## config.mk

```make
export PLATFORM = sky130hd
export DESIGN_NAME = rxe_core
export DESIGN_NICKNAME = d
export VERILOG_FILES = /design/src/pkg/rxe_pkg.sv /design/src/core/rxe_core.sv
export SDC_FILE = /design/constraint.sdc
export NUM_CORES = 1
export LEC_CHECK = 0
export CORE_AREA = 2 2 154 156
export DETAILED_ROUTE_END_ITERATION = 6
export DIE_AREA = 0 0 156 158
export DONT_BUFFER_PORTS = 1
export SYNTH_ARGS = -nofsm -noshare
export SYNTH_HDL_FRONTEND = slang
export SYNTH_SLANG_ARGS = --single-unit
export TNS_END_PERCENT = 20
```

## constraint.sdc

```tcl
create_clock -name i_clock -period 1.67 [get_ports i_clock]
set_input_delay 0.167 -clock i_clock [delete_from_list [all_inputs] [get_ports i_clock]]
set_output_delay 0.167 -clock i_clock [all_outputs]
set_load 0.01 [all_outputs]
```

## src/pkg/rxe_pkg.sv

```systemverilog
package rxe_pkg;
  // Register offsets
  localparam logic [7:0] ADDR_CLK_CTRL = 8'h02; // Clock control
  localparam logic [7:0] ADDR_RATIO    = 8'h09; // Ratio control
  localparam logic [7:0] ADDR_ERR_UNM  = 8'h0E; // Error unmask
  localparam logic [7:0] ADDR_INT_UNM  = 8'h0F; // Interrupt unmask
  localparam logic [7:0] ADDR_INT_MODE = 8'h10; // Interrupt edge mode
  localparam logic [7:0] ADDR_FMT      = 8'h12; // Format detect
  localparam logic [7:0] ADDR_ERR_LOG  = 8'h13; // Error log
  localparam logic [7:0] ADDR_INT_STAT = 8'h14; // Interrupt status
  localparam logic [7:0] ADDR_PRE0     = 8'h2D; // Pc high byte
  localparam logic [7:0] ADDR_PRE1     = 8'h2E; // Pc low byte
  localparam logic [7:0] ADDR_PRE2     = 8'h2F; // Pd high byte
  localparam logic [7:0] ADDR_PRE3     = 8'h30; // Pd low byte
  // Reset values
  localparam logic [7:0] RST_ZERO = 8'h00; // All registers
  // Clock control fields
  localparam int CC_SWITCH_EN = 7;   // Crystal fallback enable
  localparam int CC_HOLD_HI   = 3;   // Hold mode high bit
  localparam int CC_HOLD_LO   = 2;   // Hold mode low bit
  // Ratio control fields
  localparam int RC_SRC_BCLK = 3;    // Source is bit clock
  // Error bit positions
  localparam int EB_SUBCODE_CRC_FAULT = 6;
  localparam int EB_CHAN_STATUS_CRC_FAULT = 5;
  localparam int EB_UNLK = 4;
  localparam int EB_VAL  = 3;
  localparam int EB_CONFIDENCE_FAULT = 2;
  localparam int EB_BIP  = 1;
  localparam int EB_PAR  = 0;
  localparam logic [7:0] ERR_SAMPLE_MASK = 8'h1F; // Not CRC bits
  localparam logic [7:0] ERR_VAL_MASK    = 8'h08; // Validity bit
  // Timing and counts
  localparam logic [1:0] Z_NEEDED       = 2'h2;   // Valid Z preambles
  localparam int         BCLK_DIV       = 64;     // Bit clock divider
  localparam int         IDLE_FS_HZ     = 54000;  // VCO idle frame rate
  localparam int         IDLE_BCLK_HZ   = 3456000; // Idle bit clock
  localparam int         IDLE_TOL_PCT   = 5;      // Idle tolerance
  localparam logic [2:0] LAT_DIRECT     = 3'h3;   // Frames, direct
  localparam logic [2:0] LAT_OTHER      = 3'h4;   // Frames, other
  localparam int         SYNC_TMO       = 4096;   // Frames w/o sync
  localparam int         SAMPLE_W       = 24;
  // Hold modes
  typedef enum logic [1:0] {HOLD_PREV, HOLD_ZERO, HOLD_PASS, HOLD_RSV} rxe_hold_e;
  // Clock source states
  typedef enum logic [1:0] {SRC_PLL, SRC_XTAL, SRC_IDLE} rxe_src_e;
  // Per subframe decoder status
  typedef struct packed {
    logic subcode_crc_fault;   // subcode_crc_fault
    logic chan_status_crc_fault;   // chan_status_crc_fault
    logic val;    // Validity bit set
    logic confidence_fault;   // confidence_fault
    logic biphase_fault;    // biphase_fault
    logic par;    // parity_fault
  } rxe_sub_err_s;
  // Format detect flags
  typedef struct packed {
    logic silence;
    logic vendor_b;
    logic vendor_a;
    logic iec_burst;
    logic pcm;
  } rxe_fmt_s;
endpackage

```

## src/core/rxe_core.sv

```systemverilog
`timescale 1ns/10ps
module rxe_core (
  input  wire logic                 i_clock,        // 100 MHz clock
  input  wire logic                 i_rst_n,        // Async reset
  input  wire logic                 i_hw_mode,      // Pin strapped mode
  input  wire logic                 i_error_select_pin, // Strap level
  input  wire logic                 i_port_slave,   // Input port slave
  input  wire logic                 i_out_master,   // Frame clock master
  input  wire logic                 i_direct_fmt,   // Raw direct format
  input  wire logic                 i_pll_locked,   // PLL lock
  input  wire logic                 i_pll_tick,     // PLL clock enable
  input  wire logic                 i_xtal_tick,    // Crystal enable
  input  wire logic                 i_idle_tick,    // Idle osc enable
  input  wire logic                 i_preamble_xz,  // X or Z start
  input  wire logic                 i_z_valid,      // Valid Z seen
  input  wire logic                 i_sub_strobe,   // Subframe boundary
  input  rxe_pkg::rxe_sub_err_s     i_sub_err,      // Subframe errors
  input  wire logic [23:0]          i_sample,       // Decoded sample
  input  wire logic                 i_ext_frame_clk,// Slave frame clock
  input  wire logic                 i_sync_code,    // Burst sync seen
  input  wire logic [15:0]          i_pc,           // Burst Pc
  input  wire logic [15:0]          i_pd,           // Burst Pd
  input  wire logic                 i_cs_bit1,      // Chan status bit 1
  input  wire logic                 i_deemph_auto,  // Auto de-emphasis
  input  rxe_pkg::rxe_fmt_s         i_fmt,          // Format flags
  input  wire logic [7:0]           i_reg_addr,     // Register address
  input  wire logic                 i_reg_wr,       // Write strobe
  input  wire logic                 i_reg_rd,       // Read strobe
  input  wire logic [7:0]           i_reg_wdata,    // Write data
  output logic [7:0]                o_reg_rdata,    // Read data
  output logic                      o_recovered_master_clock, // Master clk
  output logic                      o_on_crystal,   // Crystal in use
  output logic [10:0]               o_pll_mult,     // PLL multiplier
  output logic                      o_output_frame_clock, // Frame clock
  output logic [23:0]               o_sample,       // Output sample
  output logic                      o_any_receiver_error, // Level
  output logic                      o_nonvalidity_receiver_error, // Level
  output logic                      o_error_select_pin, // Hardware pin
  output logic                      o_err_pulse,    // Error pulse
  output logic                      o_nonaudio,     // Non-audio
  output logic                      o_deemph_bypass // Skip de-emphasis
);

  // Ratio code to master/frame multiple
  function automatic logic [10:0] ratio_of(input logic [2:0] sel);
    unique case (sel)
      3'h0:    ratio_of = 11'h040;
      3'h1:    ratio_of = 11'h060;
      3'h2:    ratio_of = 11'h080;
      3'h3:    ratio_of = 11'h0C0;
      3'h4:    ratio_of = 11'h100;
      3'h5:    ratio_of = 11'h180;
      3'h6:    ratio_of = 11'h200;
      3'h7:    ratio_of = 11'h400;
    endcase
  endfunction

  // Registers
  logic [7:0]  clk_ctrl_reg;   // Clock control
  logic [7:0]  ratio_reg;      // Ratio control
  logic [7:0]  err_unm_reg;    // Error unmask
  logic [7:0]  int_unm_reg;    // Interrupt unmask
  logic [7:0]  int_mode_reg;   // Interrupt mode
  logic [7:0]  err_log_reg;    // Sticky error log
  logic [7:0]  int_stat_reg;   // Interrupt status
  logic [15:0] pc_reg;         // Burst Pc
  logic [15:0] pd_reg;         // Burst Pd
  logic        strap_reg;      // Caught strap
  logic        strap_done_reg; // Strap captured
  logic [1:0]  zcnt_reg;       // Z preamble count
  logic [12:0] tmo_reg;        // Sync timeout
  logic        comp_reg;       // compressed_stream_detected
  rxe_pkg::rxe_src_e src_reg;  // Active clock source
  logic [23:0] prev_reg;       // Last sample after hold
  logic [23:0] dly_reg [4];    // Latency line
  logic        ext_fc_reg;     // Last slave clock

  // Combinational error view
  logic [7:0]  cur_err;        // Raw conditions
  logic [7:0]  unm_err;        // Unmasked conditions
  logic        unlock;         // Unlock condition
  logic        sw_on;          // Switching enabled
  logic        any_sel;        // Any-error selected
  logic        hold_hit;       // Sample affected
  logic        tick_sel;       // Chosen source tick
  logic        rd_log;         // Error log read
  rxe_pkg::rxe_src_e src_want; // Wanted source
  rxe_pkg::rxe_hold_e hold_m;  // Hold mode
  logic [23:0] fixed;          // Sample after hold
  logic        take;           // Sample strobe

  assign unlock  = !i_pll_locked || (zcnt_reg < rxe_pkg::Z_NEEDED);
  assign cur_err = {1'b0, i_sub_err.subcode_crc_fault, i_sub_err.chan_status_crc_fault, unlock,
                    i_sub_err.val, i_sub_err.confidence_fault, i_sub_err.biphase_fault,
                    i_sub_err.par};
  assign unm_err = cur_err & err_unm_reg;
  assign sw_on   = i_hw_mode || clk_ctrl_reg[rxe_pkg::CC_SWITCH_EN];
  assign any_sel = i_hw_mode && strap_reg;
  assign rd_log  = i_reg_rd && (i_reg_addr == rxe_pkg::ADDR_ERR_LOG);
  assign hold_m  = rxe_pkg::rxe_hold_e'(
                   clk_ctrl_reg[rxe_pkg::CC_HOLD_HI:rxe_pkg::CC_HOLD_LO]);

  // Which errors touch the sample
  always_comb begin
    if (i_hw_mode) begin
      hold_hit = |(cur_err & ~rxe_pkg::ERR_VAL_MASK)
               || (any_sel && i_sub_err.val);
    end else begin
      hold_hit = |(unm_err & rxe_pkg::ERR_SAMPLE_MASK);
    end
  end

  // Apply hold setting
  always_comb begin
    fixed = i_sample;
    if (hold_hit) begin
      if (i_hw_mode) begin
        fixed = prev_reg;
      end else begin
        unique case (hold_m)
          rxe_pkg::HOLD_PREV: fixed = prev_reg;
          rxe_pkg::HOLD_ZERO: fixed = '0;
          default:            fixed = i_sample;
        endcase
      end
    end
  end

  // Register writes
  always_ff @(posedge i_clock or negedge i_rst_n) begin
    if (!i_rst_n) begin
      clk_ctrl_reg <= rxe_pkg::RST_ZERO;
      ratio_reg    <= rxe_pkg::RST_ZERO;
      err_unm_reg  <= rxe_pkg::RST_ZERO;
      int_unm_reg  <= rxe_pkg::RST_ZERO;
      int_mode_reg <= rxe_pkg::RST_ZERO;
    end else if (i_reg_wr) begin
      unique case (i_reg_addr)
        rxe_pkg::ADDR_CLK_CTRL: clk_ctrl_reg <= i_reg_wdata;
        rxe_pkg::ADDR_RATIO:    ratio_reg    <= i_reg_wdata;
        rxe_pkg::ADDR_ERR_UNM:  err_unm_reg  <= i_reg_wdata;
        rxe_pkg::ADDR_INT_UNM:  int_unm_reg  <= i_reg_wdata;
        rxe_pkg::ADDR_INT_MODE: int_mode_reg <= i_reg_wdata;
        default: ;
      endcase
    end
  end

  // Read mux, registered
  always_ff @(posedge i_clock or negedge i_rst_n) begin
    if (!i_rst_n) begin
      o_reg_rdata <= rxe_pkg::RST_ZERO;
    end else if (i_reg_rd) begin
      unique case (i_reg_addr)
        rxe_pkg::ADDR_CLK_CTRL: o_reg_rdata <= clk_ctrl_reg;
        rxe_pkg::ADDR_RATIO:    o_reg_rdata <= ratio_reg;
        rxe_pkg::ADDR_ERR_UNM:  o_reg_rdata <= err_unm_reg;
        rxe_pkg::ADDR_INT_UNM:  o_reg_rdata <= int_unm_reg;
        rxe_pkg::ADDR_INT_MODE: o_reg_rdata <= int_mode_reg;
        rxe_pkg::ADDR_FMT:      o_reg_rdata <= {3'h0, i_fmt};
        rxe_pkg::ADDR_ERR_LOG:  o_reg_rdata <= err_log_reg;
        rxe_pkg::ADDR_INT_STAT: o_reg_rdata <= int_stat_reg;
        rxe_pkg::ADDR_PRE0:     o_reg_rdata <= pc_reg[15:8];
        rxe_pkg::ADDR_PRE1:     o_reg_rdata <= pc_reg[7:0];
        rxe_pkg::ADDR_PRE2:     o_reg_rdata <= pd_reg[15:8];
        rxe_pkg::ADDR_PRE3:     o_reg_rdata <= pd_reg[7:0];
        default:                o_reg_rdata <= rxe_pkg::RST_ZERO;
      endcase
    end
  end

  // Sticky error log, set beats read clear
  always_ff @(posedge i_clock or negedge i_rst_n) begin
    if (!i_rst_n) begin
      err_log_reg <= rxe_pkg::RST_ZERO;
    end else begin
      err_log_reg <= (rd_log ? 8'h00 : err_log_reg)
                   | (i_sub_strobe ? unm_err : 8'h00);
    end
  end

  // Status snapshot of error activity and burst detection
  always_ff @(posedge i_clock or negedge i_rst_n) begin
    if (!i_rst_n) begin
      int_stat_reg <= rxe_pkg::RST_ZERO;
    end else begin
      int_stat_reg <= {6'h00, comp_reg, |err_log_reg};
    end
  end

  // Strap caught after reset release
  always_ff @(posedge i_clock or negedge i_rst_n) begin
    if (!i_rst_n) begin
      strap_reg      <= 1'b0;
      strap_done_reg <= 1'b0;
    end else if (!strap_done_reg) begin
      strap_reg      <= i_error_select_pin;
      strap_done_reg <= 1'b1;
    end
  end

  // Z preamble counter for unlock
  always_ff @(posedge i_clock or negedge i_rst_n) begin
    if (!i_rst_n) begin
      zcnt_reg <= 2'h0;
    end else if (!i_pll_locked) begin
      zcnt_reg <= 2'h0;
    end else if (i_z_valid && zcnt_reg < rxe_pkg::Z_NEEDED) begin
      zcnt_reg <= zcnt_reg + 2'h1;
    end
  end

  // Level error outputs per subframe, and error pulse
  always_ff @(posedge i_clock or negedge i_rst_n) begin
    if (!i_rst_n) begin
      o_any_receiver_error         <= 1'b0;
      o_nonvalidity_receiver_error <= 1'b0;
      o_error_select_pin           <= 1'b0;
      o_err_pulse                  <= 1'b0;
    end else begin
      o_err_pulse <= i_sub_strobe && |unm_err;
      if (i_sub_strobe) begin
        o_any_receiver_error <= |unm_err;
        o_nonvalidity_receiver_error <=
          |(unm_err & ~rxe_pkg::ERR_VAL_MASK);
        o_error_select_pin <= strap_reg ? |cur_err
                            : |(cur_err & ~rxe_pkg::ERR_VAL_MASK);
      end
    end
  end

  // Clock source choice
  always_comb begin
    if (i_pll_locked) begin
      src_want = rxe_pkg::SRC_PLL;
    end else if (sw_on) begin
      src_want = rxe_pkg::SRC_XTAL;
    end else begin
      src_want = rxe_pkg::SRC_IDLE;
    end
  end

  always_comb begin
    unique case (src_reg)
      rxe_pkg::SRC_XTAL: tick_sel = i_xtal_tick;
      rxe_pkg::SRC_IDLE: tick_sel = i_idle_tick;
      default:           tick_sel = i_pll_tick;
    endcase
  end

  // Swap source only while clock is low
  always_ff @(posedge i_clock or negedge i_rst_n) begin
    if (!i_rst_n) begin
      src_reg <= rxe_pkg::SRC_IDLE;
    end else if (!o_recovered_master_clock && !tick_sel) begin
      src_reg <= src_want;
    end
  end

  // Master clock built from chosen ticks
  always_ff @(posedge i_clock or negedge i_rst_n) begin
    if (!i_rst_n) begin
      o_recovered_master_clock <= 1'b0;
      o_on_crystal             <= 1'b0;
    end else begin
      if (tick_sel) begin
        o_recovered_master_clock <= !o_recovered_master_clock;
      end
      o_on_crystal <= (src_reg == rxe_pkg::SRC_XTAL);
    end
  end

  // Multiplier handed to the PLL
  always_ff @(posedge i_clock or negedge i_rst_n) begin
    if (!i_rst_n) begin
      o_pll_mult <= 11'h000;
    end else if (ratio_reg[rxe_pkg::RC_SRC_BCLK] && i_port_slave
                 && !i_hw_mode) begin
      o_pll_mult <= ratio_of(ratio_reg[2:0])
                    / 11'(rxe_pkg::BCLK_DIV);
    end else begin
      o_pll_mult <= ratio_of(ratio_reg[2:0]);
    end
  end

  // Sample taken at preamble or slave edge
  always_comb begin
    if (i_out_master) begin
      take = i_preamble_xz;
    end else begin
      take = i_ext_frame_clk && !ext_fc_reg;
    end
  end

  // Frame clock aligned to preamble start
  always_ff @(posedge i_clock or negedge i_rst_n) begin
    if (!i_rst_n) begin
      o_output_frame_clock <= 1'b0;
      ext_fc_reg           <= 1'b0;
    end else begin
      ext_fc_reg <= i_ext_frame_clk;
      if (i_out_master && i_preamble_xz) begin
        o_output_frame_clock <= !o_output_frame_clock;
      end
    end
  end

  // Previous sample after hold and latency line
  always_ff @(posedge i_clock or negedge i_rst_n) begin
    if (!i_rst_n) begin
      prev_reg <= '0;
      for (int k = 0; k < 4; k++) begin
        dly_reg[k] <= '0;
      end
    end else if (take) begin
      prev_reg   <= fixed;
      dly_reg[0] <= fixed;
      for (int k = 1; k < 4; k++) begin
        dly_reg[k] <= dly_reg[k-1];
      end
    end
  end

  // Output tap by format
  always_ff @(posedge i_clock or negedge i_rst_n) begin
    if (!i_rst_n) begin
      o_sample <= '0;
    end else if (take) begin
      o_sample <= i_direct_fmt ? dly_reg[1] : dly_reg[2];
    end
  end

  // Burst detection and timeout
  always_ff @(posedge i_clock or negedge i_rst_n) begin
    if (!i_rst_n) begin
      comp_reg <= 1'b0;
      tmo_reg  <= 13'h0000;
      pc_reg   <= 16'h0000;
      pd_reg   <= 16'h0000;
    end else if (i_sync_code) begin
      comp_reg <= 1'b1;
      tmo_reg  <= 13'h0000;
      pc_reg   <= i_pc;
      pd_reg   <= i_pd;
    end else if (comp_reg && i_preamble_xz) begin
      if (tmo_reg == 13'(rxe_pkg::SYNC_TMO - 1)) begin
        comp_reg <= 1'b0;
      end
      tmo_reg <= tmo_reg + 13'h0001;
    end
  end

  // Non-audio flag and de-emphasis bypass
  always_ff @(posedge i_clock or negedge i_rst_n) begin
    if (!i_rst_n) begin
      o_nonaudio      <= 1'b0;
      o_deemph_bypass <= 1'b0;
    end else begin
      o_nonaudio      <= comp_reg || i_cs_bit1;
      o_deemph_bypass <= i_deemph_auto && (comp_reg || i_cs_bit1);
    end
  end
endmodule // rxe_core

```

# Word-level counts from Yosys, hierarchy flattened
# Memories as Yosys holds them, arrays and structs flattened.
# Cells that the tools add are included.
# totals
register_bits	227
inputBits	103
mem_bits_ro	96
memories	2
output_inout_bits	52
# memory_table
name	depth	word_bits	rd	rd_clocked_by_memory_dff	wr	line_no	rtl
(no name shown)	8	6	1	0	0	rxe_core.sv:46	unique case (sel)
(no name shown)	8	6	1	0	0	rxe_core.sv:46	
# op_classes
reduce_logical	38
bitwise	2
n_eq_ne	19
n_addsub	2
n_mux	21
magnitude_cmp	1
# ops
operator	n
8-bit case mux with 12 select lines	1
24-bit two-way mux	3
24-bit case mux with 2 select lines	1
8-bit by 5-bit == test with 1-bit output (second input constant)	4
8-bit by 6-bit == test with 1-bit output (second input constant)	4
13-bit two-way mux	2
8-bit by 4-bit == test with 1-bit output (second input constant)	3
8-bit two-way mux	2
8-bit OR reduction	2
7-bit OR reduction	2
13-bit by 1-bit adder with 13-bit output (second input constant)	1
13-bit by 12-bit == test with 1-bit output (second input constant)	1
1-bit logical AND	12
2-bit AND reduction	6
11-bit two-way mux	1
7-bit by 8-bit AND with 8-bit output	1
8-bit by 2-bit == test with 1-bit output (second input constant)	1
2-bit two-way mux	4
8-bit bitwise OR	1
1-bit logical NOT	6
1-bit two-way mux	6
6-bit OR reduction	1
5-bit OR reduction	1
2-bit by 1-bit == test with 1-bit output (second input constant)	2
10 further kinds	15

# Depth between registers and ports, before layout
# Gate-level depths: netlist of run 1.
# logic_depth
word_depth	7
ltp_mapped	8

# Worst setup path before layout of run 1
# Ideal clock, no wire load.
# synth_timing
kind	input -> register
start	input i_reg_addr[4]
end	register o_reg_rdata[1]
cell_stages	6
path_slack_ns	-0.100
setup_time_ns	0.086
required_time_ns	1.584
arrival_time_ns	1.683
path_cell_list	or4_4 -> buf_6 -> or4_1 -> a31oi_1 -> a31oi_2 -> a32oi_1
# synth_between
elab_chain_len	2
elab_cells_between_ends	13
cone_classes	12 x eq/ne; 1 x mux
# synth_lines
element	line_no	rtl
start: declaration	rxe_core.sv:26	input wire logic [7:0] i_reg_addr,
8-bit by 6-bit == test with 1-bit output, or another cell as far along	rxe_core.sv:154	unique case (i_reg_addr)
8-bit case mux with 12 select lines *	rxe_core.sv:154	
end signal: assignment	rxe_core.sv:155	rxe_pkg::ADDR_CLK_CTRL: o_reg_rdata <= clk_ctrl_reg;
end signal: assignment	rxe_core.sv:156	rxe_pkg::ADDR_RATIO: o_reg_rdata <= ratio_reg;
end signal: assignment	rxe_core.sv:157	rxe_pkg::ADDR_ERR_UNM: o_reg_rdata <= err_unm_reg;
end: declaration	rxe_core.sv:30	output logic [7:0] o_reg_rdata,
# Every way passes the cells marked *; elsewhere a longest branch is shown, timed or not.
# A chain may end at the register's enable or synchronous reset.

# Worst setup path after layout of run 1
# layout_timing
start	register err_unm_reg[1]
end	register dly_reg[74] (netlist name)
# layout_between
elab_chain_len	5
elab_cells_between_ends	7
cone_classes	2 x eq/ne; 2 x mux; 1 x bitwise; 2 x reduce/logical
# layout_lines
element	line_no	rtl
start: declaration	rxe_core.sv:61	logic [7:0] err_unm_reg;
start signal: assignment	rxe_core.sv:134	err_unm_reg <= rxe_pkg::RST_ZERO;
start signal: assignment	rxe_core.sv:141	rxe_pkg::ADDR_ERR_UNM: err_unm_reg <= i_reg_wdata;
7-bit by 8-bit AND with 8-bit output *	rxe_core.sv:96	assign unm_err = cur_err & err_unm_reg;
5-bit OR reduction *	rxe_core.sv:109	hold_hit = |(unm_err & rxe_pkg::ERR_SAMPLE_MASK);
1-bit two-way mux *	rxe_core.sv:105	if (i_hw_mode) begin
2-bit inequality test (no source line)	-	
3-bit AND reduction (no source line)	-	
end signal: indexed assignment	rxe_core.sv:319	dly_reg[k] <= dly_reg[k-1];
end: declaration	rxe_core.sv:75	logic [23:0] dly_reg [4];
# Marked as above.

==> results.py, run 1 <==
metrics = {
    "status": {
        "outcome": "complete, but fails checks",
        "violations": "hold timing, setup timing",
    },
    "logic_synthesis": {
        "synth_area_leader_cell": "dfrtp_1",
        "ys_async_sr_fraction_pct": 100,
        "netlist_area_mm2": 0.00970,
        "syn_area_per_cell_um2": 12.9,
        "yosys_warnings": 0,
        "synth_nets": 860,
        "syn_inst": 754,
        "yosys_most_used_dff": "dfrtp_1",
        "synth.most_common_cell": "dfrtp_1",
        "synth.distinct_cells": 69,
        "netlist.area_leader.share_pct": 58.1,
        "ys_seq_area_share_pct": 58.3,
        "synthTopCellsByArea": "dfrtp_1 (58%), mux2_2 (15%), mux2i_1 (3.6%)",
        "ys_top_cells_by_count": "dfrtp_1 (225), mux2_2 (126), nor2_1 (59)",
        "synth_seq_cells": 226,
        "synth_edf_count": 0,
    },
    "floorplanning": {
        "core_area_mm2": 0.0231,
        "die_y_um": 158,
        "initial_core_util_pct": 42.1,
        "die_x_um": 156,
        "io_pins": 155,
        "dieArea_mm2": 0.0246,
        "floorplan.rows": 56,
    },
    "cts": {
        "h-tree-depth": 1,
        "cts_buffers": 26,
        "cts.sinks": 226,
        "clk_pin_slew_ns": 0.06,
        "cts_hold_buf": 93,
        "clockRootBuffer": "clkbuf_16",
        "cts_buffer_depth": 3,
        "insertion_delay_ns": 0.52,
        "tritoncts": "built",
    },
    "timing": {
        "min_period_ns": 1.72,
        "clock-skew-final_ns": 0.0105,
        "max_slew_margin_pct": 62.8,
        "worst_slack_ns": -0.0506,
        "rsz0062_at_grt": "yes",
        "max_freq_ghz": 0.581,
        "min_period_over_period_pct": 103,
        "slew_viol_final": 0,
        "setup_viol": 24,
        "fin_tns_setup_ns": -0.826,
        "final_hold_viol_count": 226,
        "worstMarginPinSlew_ns": 0.559,
        "whs_ns": -0.639,
    },
    "worst_setup_path": {
        "cp.depth": 6,
        "crit_path_end_kind": "flop",
        "start_kind": "flop",
        "worstPathArrival_ns": 2.13,
        "crit_family": "compound AO/OA/AOI/OAI gates",
        "cp-startpoint": "err_unm_reg[1]",
        "cp_slowest_cell": "dfrtp_1",
        "critPathKind": "flop to flop",
        "reg2reg_depth": 6,
        "slowest_delay_ns": 0.38,
        "crit_buf_inv": 1,
        "r2r-start": "err_unm_reg[1]",
        "cp_max_fo": 24,
        "cp.required_ns": 2.08,
        "crit_chain": "a222oi_1 -> a21boi_2 -> a22oi_2 -> a21bo_1 -> buf_12 -> a22o_1",
    },
    "final_layout": {
        "largest_reg_flops": 72,
        "multi_input_area_mm2": 0.00387,
        "fillers": 1975,
        "nets": 974,
        "drive_above_1_share_pct": 26.4,
        "syn_to_final_growth_pct": 25.7,
        "regArea_mm2": 0.00566,
        "final_util_pct": 52.9,
    },
    "routing": {
        "routed_wl_um": 24200,
        "vias": 6576,
        "ant_nets": 0,
        "wl_per_cell_um": 20.5,
        "firstDrtPassIters": 5,
        "drt-initial-drc-count": 510,
        "drt-vias-per-instance": 5.58,
        "detail_route.drc_violations": 0,
    },
    "power_and_ir_drop": {
        "p_total_w": 0.0152,
        "pwr-share-comb_pct": 13.2,
        "swShare_pct": 24.4,
        "internal_power_w": 0.0115,
        "leakage_nw": 5.37,
        "pwr-share-clk_pct": 40.1,
        "peakVddDrop_uv": 922,
        "power.switching_w": 0.00371,
        "cellPowerDensity_mw_per_mm2": 1250,
        "p_seq_share_pct": 46.7,
    },
    "global_routing": {
        "grt_pass1_vias": 7146,
        "grtUsageMet2_pct": 33.3,
        "grtUsageMet3_pct": 5.72,
        "grtUsageTotal_pct": 19.7,
        "grt_use_met1_pct": 24.8,
        "grt_pass1_wl_um": 38200,
        "top_usage_layer": "met2",
        "grt.overflow.total": 0,
        "grt_max_degree": 227,
        "antenna_found_initial": 2,
    },
    "job": {
        "maxCapViolations": 0,
    },
    "hold_path": {
        "worstHoldPathType": "input port to async pin",
    },
    "placed_design": {
        "routabilityCongestion": 0.951,
        "port_buffers": 0,
        "dp_hpwl_um": 16100,
    },
}
-- worst paths after layout --
kind / end / slack [ns]
setup / recovery: dly_reg[74] / -0.05
hold / removal: tmo_reg[12] / -0.64
setup reg to reg: dly_reg[74] / -0.05
hold reg to reg: dly_reg[80] / 0.49
max in group asynchronous: tmo_reg[0] / 1.84
min in group i_clock: o_pll_mult[7] / 0.02
-- worst reg2reg max path, cell delays in order (launching register included) --
cell,delay (ns)
dfrtp_1,0.38
a222oi_1,0.28
a21boi_2,0.24
a22oi_2,0.12
a21bo_1,0.22
buf_12,0.17
a22o_1,0.20
-- power groups by stage --
stage                     sequential [W]  clock, W  combinational, W
after floorplan                  0.00696         0           0.00132
after global placement           0.00714         0           0.00150
after detailed placement         0.00719         0           0.00159
after CTS                        0.00711   0.00623           0.00193
after global routing             0.00723   0.00648           0.00220
final                            0.00712   0.00611           0.00200
-- cell usage in the layout (no fill, tap or decap), types with 3 or more instances in the layout --
cell type      count
dfrtp_1          225
dlygate4sd3_1     91
a211oi_1           4
or3_1              3
clkbuf_1           4
clkbuf_8           4
nand3_1           15
nor3_1            12
a22o_1            27
and4_1             4
and2_1             3
mux2i_1           35
nand4_1            4
buf_4             32
and3_1             6
nor2b_1            5
o22ai_1           12
nand2_1           14
nand3b_1           5
clkbuf_16         27
nand2b_1           6
a21oi_1           32
buf_12             8
a32o_1             9
a31oi_1            4
inv_1             11
bufinv_16          5
mux2_2           126
nor4_1             3
o21ai_0            5
xor2_1             9
a22oi_1           15
xnor2_1            4
nor2_1            58
-- layer usage --
metal / part of all wire (%) / vias up
li1: - / 3000
met1: 42 / 3335
met2: 49 / 202
met3: 7.7 / 39
met4: 2.2 / 0
met5: 0 / -
-- timing repair --
item / CTS / global route
endpoints found under the hold margin: 397 / 226
setup endpoints to repair: 27 / 28
setup buffers: 2 / 1
pin swaps: 1 / 5
resized for setup: 6 / 8
-- final cells by class --
type,count,area share (%)
Antenna cell,2,0.0411
Clock inverter,11,1.58
Clock buffer,35,6.12
Tap cell,290,2.98
Multi-Input combinational cell,472,31.8
Timing Repair Buffer,131,10.8
Inverter,11,0.339
Sequential cell,226,46.4
-- per-stage QoR --
stage	instances	instance area [um2]	setup slack (ns)
after floorplan	754	9710	-0.0557
after global placement	1034	10200	-0.123
after detailed placement	1034	10200	-0.162
after CTS	1175	12100	-0.0607
after global routing	1177	12200	-0.118
final	1178	12200	-0.0506
-- logic make-up (layout without fill, tap and decap cells) --
kind of cell               Yosys count  after routing  share of synthesized area (%)
AOI/OAI and AO/OA                  136            136                           10.2
xor gates and xnor gates            13             13                           1.17
adders and majority gates            4              4                          0.503
buffers and inverters               56            188                           2.66
DFF                                226            226                           58.3
muxes                              162            162                           18.5
other                                1              3                         0.0387
and+or+nand+nor                    156            156                           8.58
Power figures use the tool's default switching activity.
==> run 2, diff against run 1 <==
--- a/config.mk
+++ b/config.mk
@@ -9,6 +9,7 @@
 export DETAILED_ROUTE_END_ITERATION = 6
 export DIE_AREA = 0 0 156 158
 export DONT_BUFFER_PORTS = 1
+export SKIP_LAST_GASP = 1
 export SYNTH_ARGS = -nofsm -noshare
 export SYNTH_HDL_FRONTEND = slang
 export SYNTH_SLANG_ARGS = --single-unit
==> run 2 against run 1 <==
Compared with the run above: the flow still finishes with violations (hold timing, setup timing); core utilization shrank 0.15 points; sequential share of layout area increased by 0.13 points; clock power is essentially flat; hold slack got worse by 0.00092 ns; worst setup slack better by 0.0085 ns; die area unchanged; design area fell by 0.28%; sequential power about the same; power decreased by 0.43%; combinational power is 3% lower; register-to-register slack is essentially flat; wire length about the same; largest power group unchanged.
==> results.py, run 2 (synthesized netlist as in run 1, its figures left out) <==
metrics = {
    "placed_design": {
        "place_ws_ns": -0.162,
        "routabilityCongestion": 0.951,
        "dp_hpwl_um": 16100,
        "port_buffers": 0,
        "placed_cells": 1034,
    },
    "global_routing": {
        "grtUsageTotal_pct": 19.7,
        "grt_pass1_vias": 7145,
        "grt.overflow.total": 0,
        "antenna_found_initial": 2,
        "grt_pass1_wl_um": 38200,
        "grt_max_degree": 227,
    },
    "power_and_ir_drop": {
        "leakage_nw": 5.36,
        "peakVddDrop_uv": 922,
        "cellPowerDensity_mw_per_mm2": 1250,
    },
    "status": {
        "outcome": "complete, but fails checks",
        "violations": "hold timing, setup timing",
    },
    "cts": {
        "cts_buffers": 26,
        "cts_buffer_depth": 3,
        "clockRootBuffer": "clkbuf_16",
        "cts_hold_buf": 93,
        "clk_pin_slew_ns": 0.06,
        "cts.sinks": 226,
        "h-tree-depth": 1,
        "insertion_delay_ns": 0.52,
        "tritoncts": "built",
    },
    "floorplanning": {
        "floorplan.rows": 56,
        "core_area_mm2": 0.0231,
        "die_x_um": 156,
        "dieArea_mm2": 0.0246,
        "io_pins": 155,
        "initial_core_util_pct": 42.1,
        "die_y_um": 158,
    },
    "routing": {
        "vias": 6604,
        "routed_wl_um": 24200,
        "detail_route.drc_violations": 0,
        "drt-initial-drc-count": 565,
        "ant_nets": 0,
        "wl_per_cell_um": 20.5,
        "drt-vias-per-instance": 5.61,
        "firstDrtPassIters": 6,
    },
    "final_layout": {
        "layout_commonest_cell": "dfrtp_1",
        "fillers": 1981,
        "final_util_pct": 52.7,
        "syn_to_final_growth_pct": 25.4,
        "drive_above_1_share_pct": 25.7,
        "largest_reg_flops": 72,
        "nets": 974,
        "layoutNonFillerInstCount": 1178,
        "layout.cells.most_common_list": "dfrtp_1 (225), mux2_2 (126), dlygate4sd3_1 (91), nor2_1 (59), mux2i_1 (35)",
    },
    "job": {
        "maxCapViolations": 0,
    },
    "timing": {
        "worst_slack_ns": -0.0421,
        "whs_ns": -0.640,
        "final_hold_viol_count": 226,
        "clock-skew-final_ns": 0.00991,
        "max_freq_ghz": 0.584,
        "min_period_ns": 1.71,
        "worstMarginPinSlew_ns": 0.533,
        "slew_viol_final": 0,
        "rsz0062_at_grt": "yes",
        "setup_viol": 28,
        "min_period_over_period_pct": 103,
        "max_slew_margin_pct": 64.3,
    },
    "worst_setup_path": {
        "cp_max_fo": 24,
        "cp.required_ns": 2.07,
        "crit_chain": "a222oi_1 -> a21boi_2 -> a22oi_2 -> a21bo_1 -> buf_12 -> a22o_1",
        "crit_path_end_kind": "flop",
        "critPathKind": "flop to flop",
        "worstPathArrival_ns": 2.12,
        "slowest_delay_ns": 0.38,
        "start_kind": "flop",
        "cp_slowest_cell": "dfrtp_1",
    },
    "hold_path": {
        "worstHoldPathType": "input port to async pin",
    },
}
==> run 2: what timing repair did <==
item                                   in CTS  in global routing
gates resized for setup                     5                  3
pin swaps                                   1                  1
endpoints found under the hold margin     397                226
buffers inserted                            2                  1
setup endpoints to repair                  27                 31
==> run 2: area by class of cell <==
cell class	instances	area [um2]	area share, %
flip-flops and latches	226	5660	46.5
multi-input cells	472	3840	31.6
repair buffers	131	1310	10.8
clock buffers	35	746	6.13
well taps	290	363	2.99
clock inverters	11	193	1.59
inverters	11	41.3	0.340
diodes	2	5.00	0.0412
==> run 2: per-layer routing <==
metal	wire, um	GRT usage [%]
met3	1960	5.72
met4	545	5.68
met1	9880	24.8
met2	11800	33.3
met5	0	0
==> run 2: critical path, delay by kind of cell (launching register included) <==
kind	cells	cell delay (ns)
AO/OA/AOI/OAI	5	1.04
flip-flops	1	0.38
buffers and inverters	1	0.16
==> run 2: path summary, 6_finish.rpt <==
path                                 from             end  slack (ns)  depth (start not counted)
max                        err_unm_reg[1]     dly_reg[92]       -0.04                          6
min                               i_rst_n        comp_reg       -0.64                          0
max reg2reg                err_unm_reg[1]     dly_reg[92]       -0.04                          6
min reg2reg                   dly_reg[80]     dly_reg[80]        0.49                          1
max in group asynchronous         i_rst_n      tmo_reg[0]        1.87                          0
min in group i_clock             i_reg_rd  o_reg_rdata[0]        0.02                          2
==> run 2: through the flow <==
| stage | area, um2 | hold WS (ns) | total power, W | setup TNS [ns] |
|---|---|---|---|---|
| 6_report | 12200 | -0.640 | 0.0152 | -0.840 |
| 5_1_grt | 12200 | -0.664 | 0.0159 | -3.13 |
| 4_1_cts | 12100 | -0.665 | 0.0153 | -1.21 |
| 3_5_place_dp | 10200 | -0.114 | 0.00878 | -2.35 |
| 3_3_place_gp | 10200 | -0.114 | 0.00864 | -0.723 |
| 2_1_floorplan | 9710 | -0.129 | 0.00828 | -0.296 |
==> run 2: where the power goes <==
part	internal, W	switching (W)
logic	0.00120	0.000740
clock network	0.00390	0.00221
registers	0.00638	0.000731
total	0.0115	0.00368
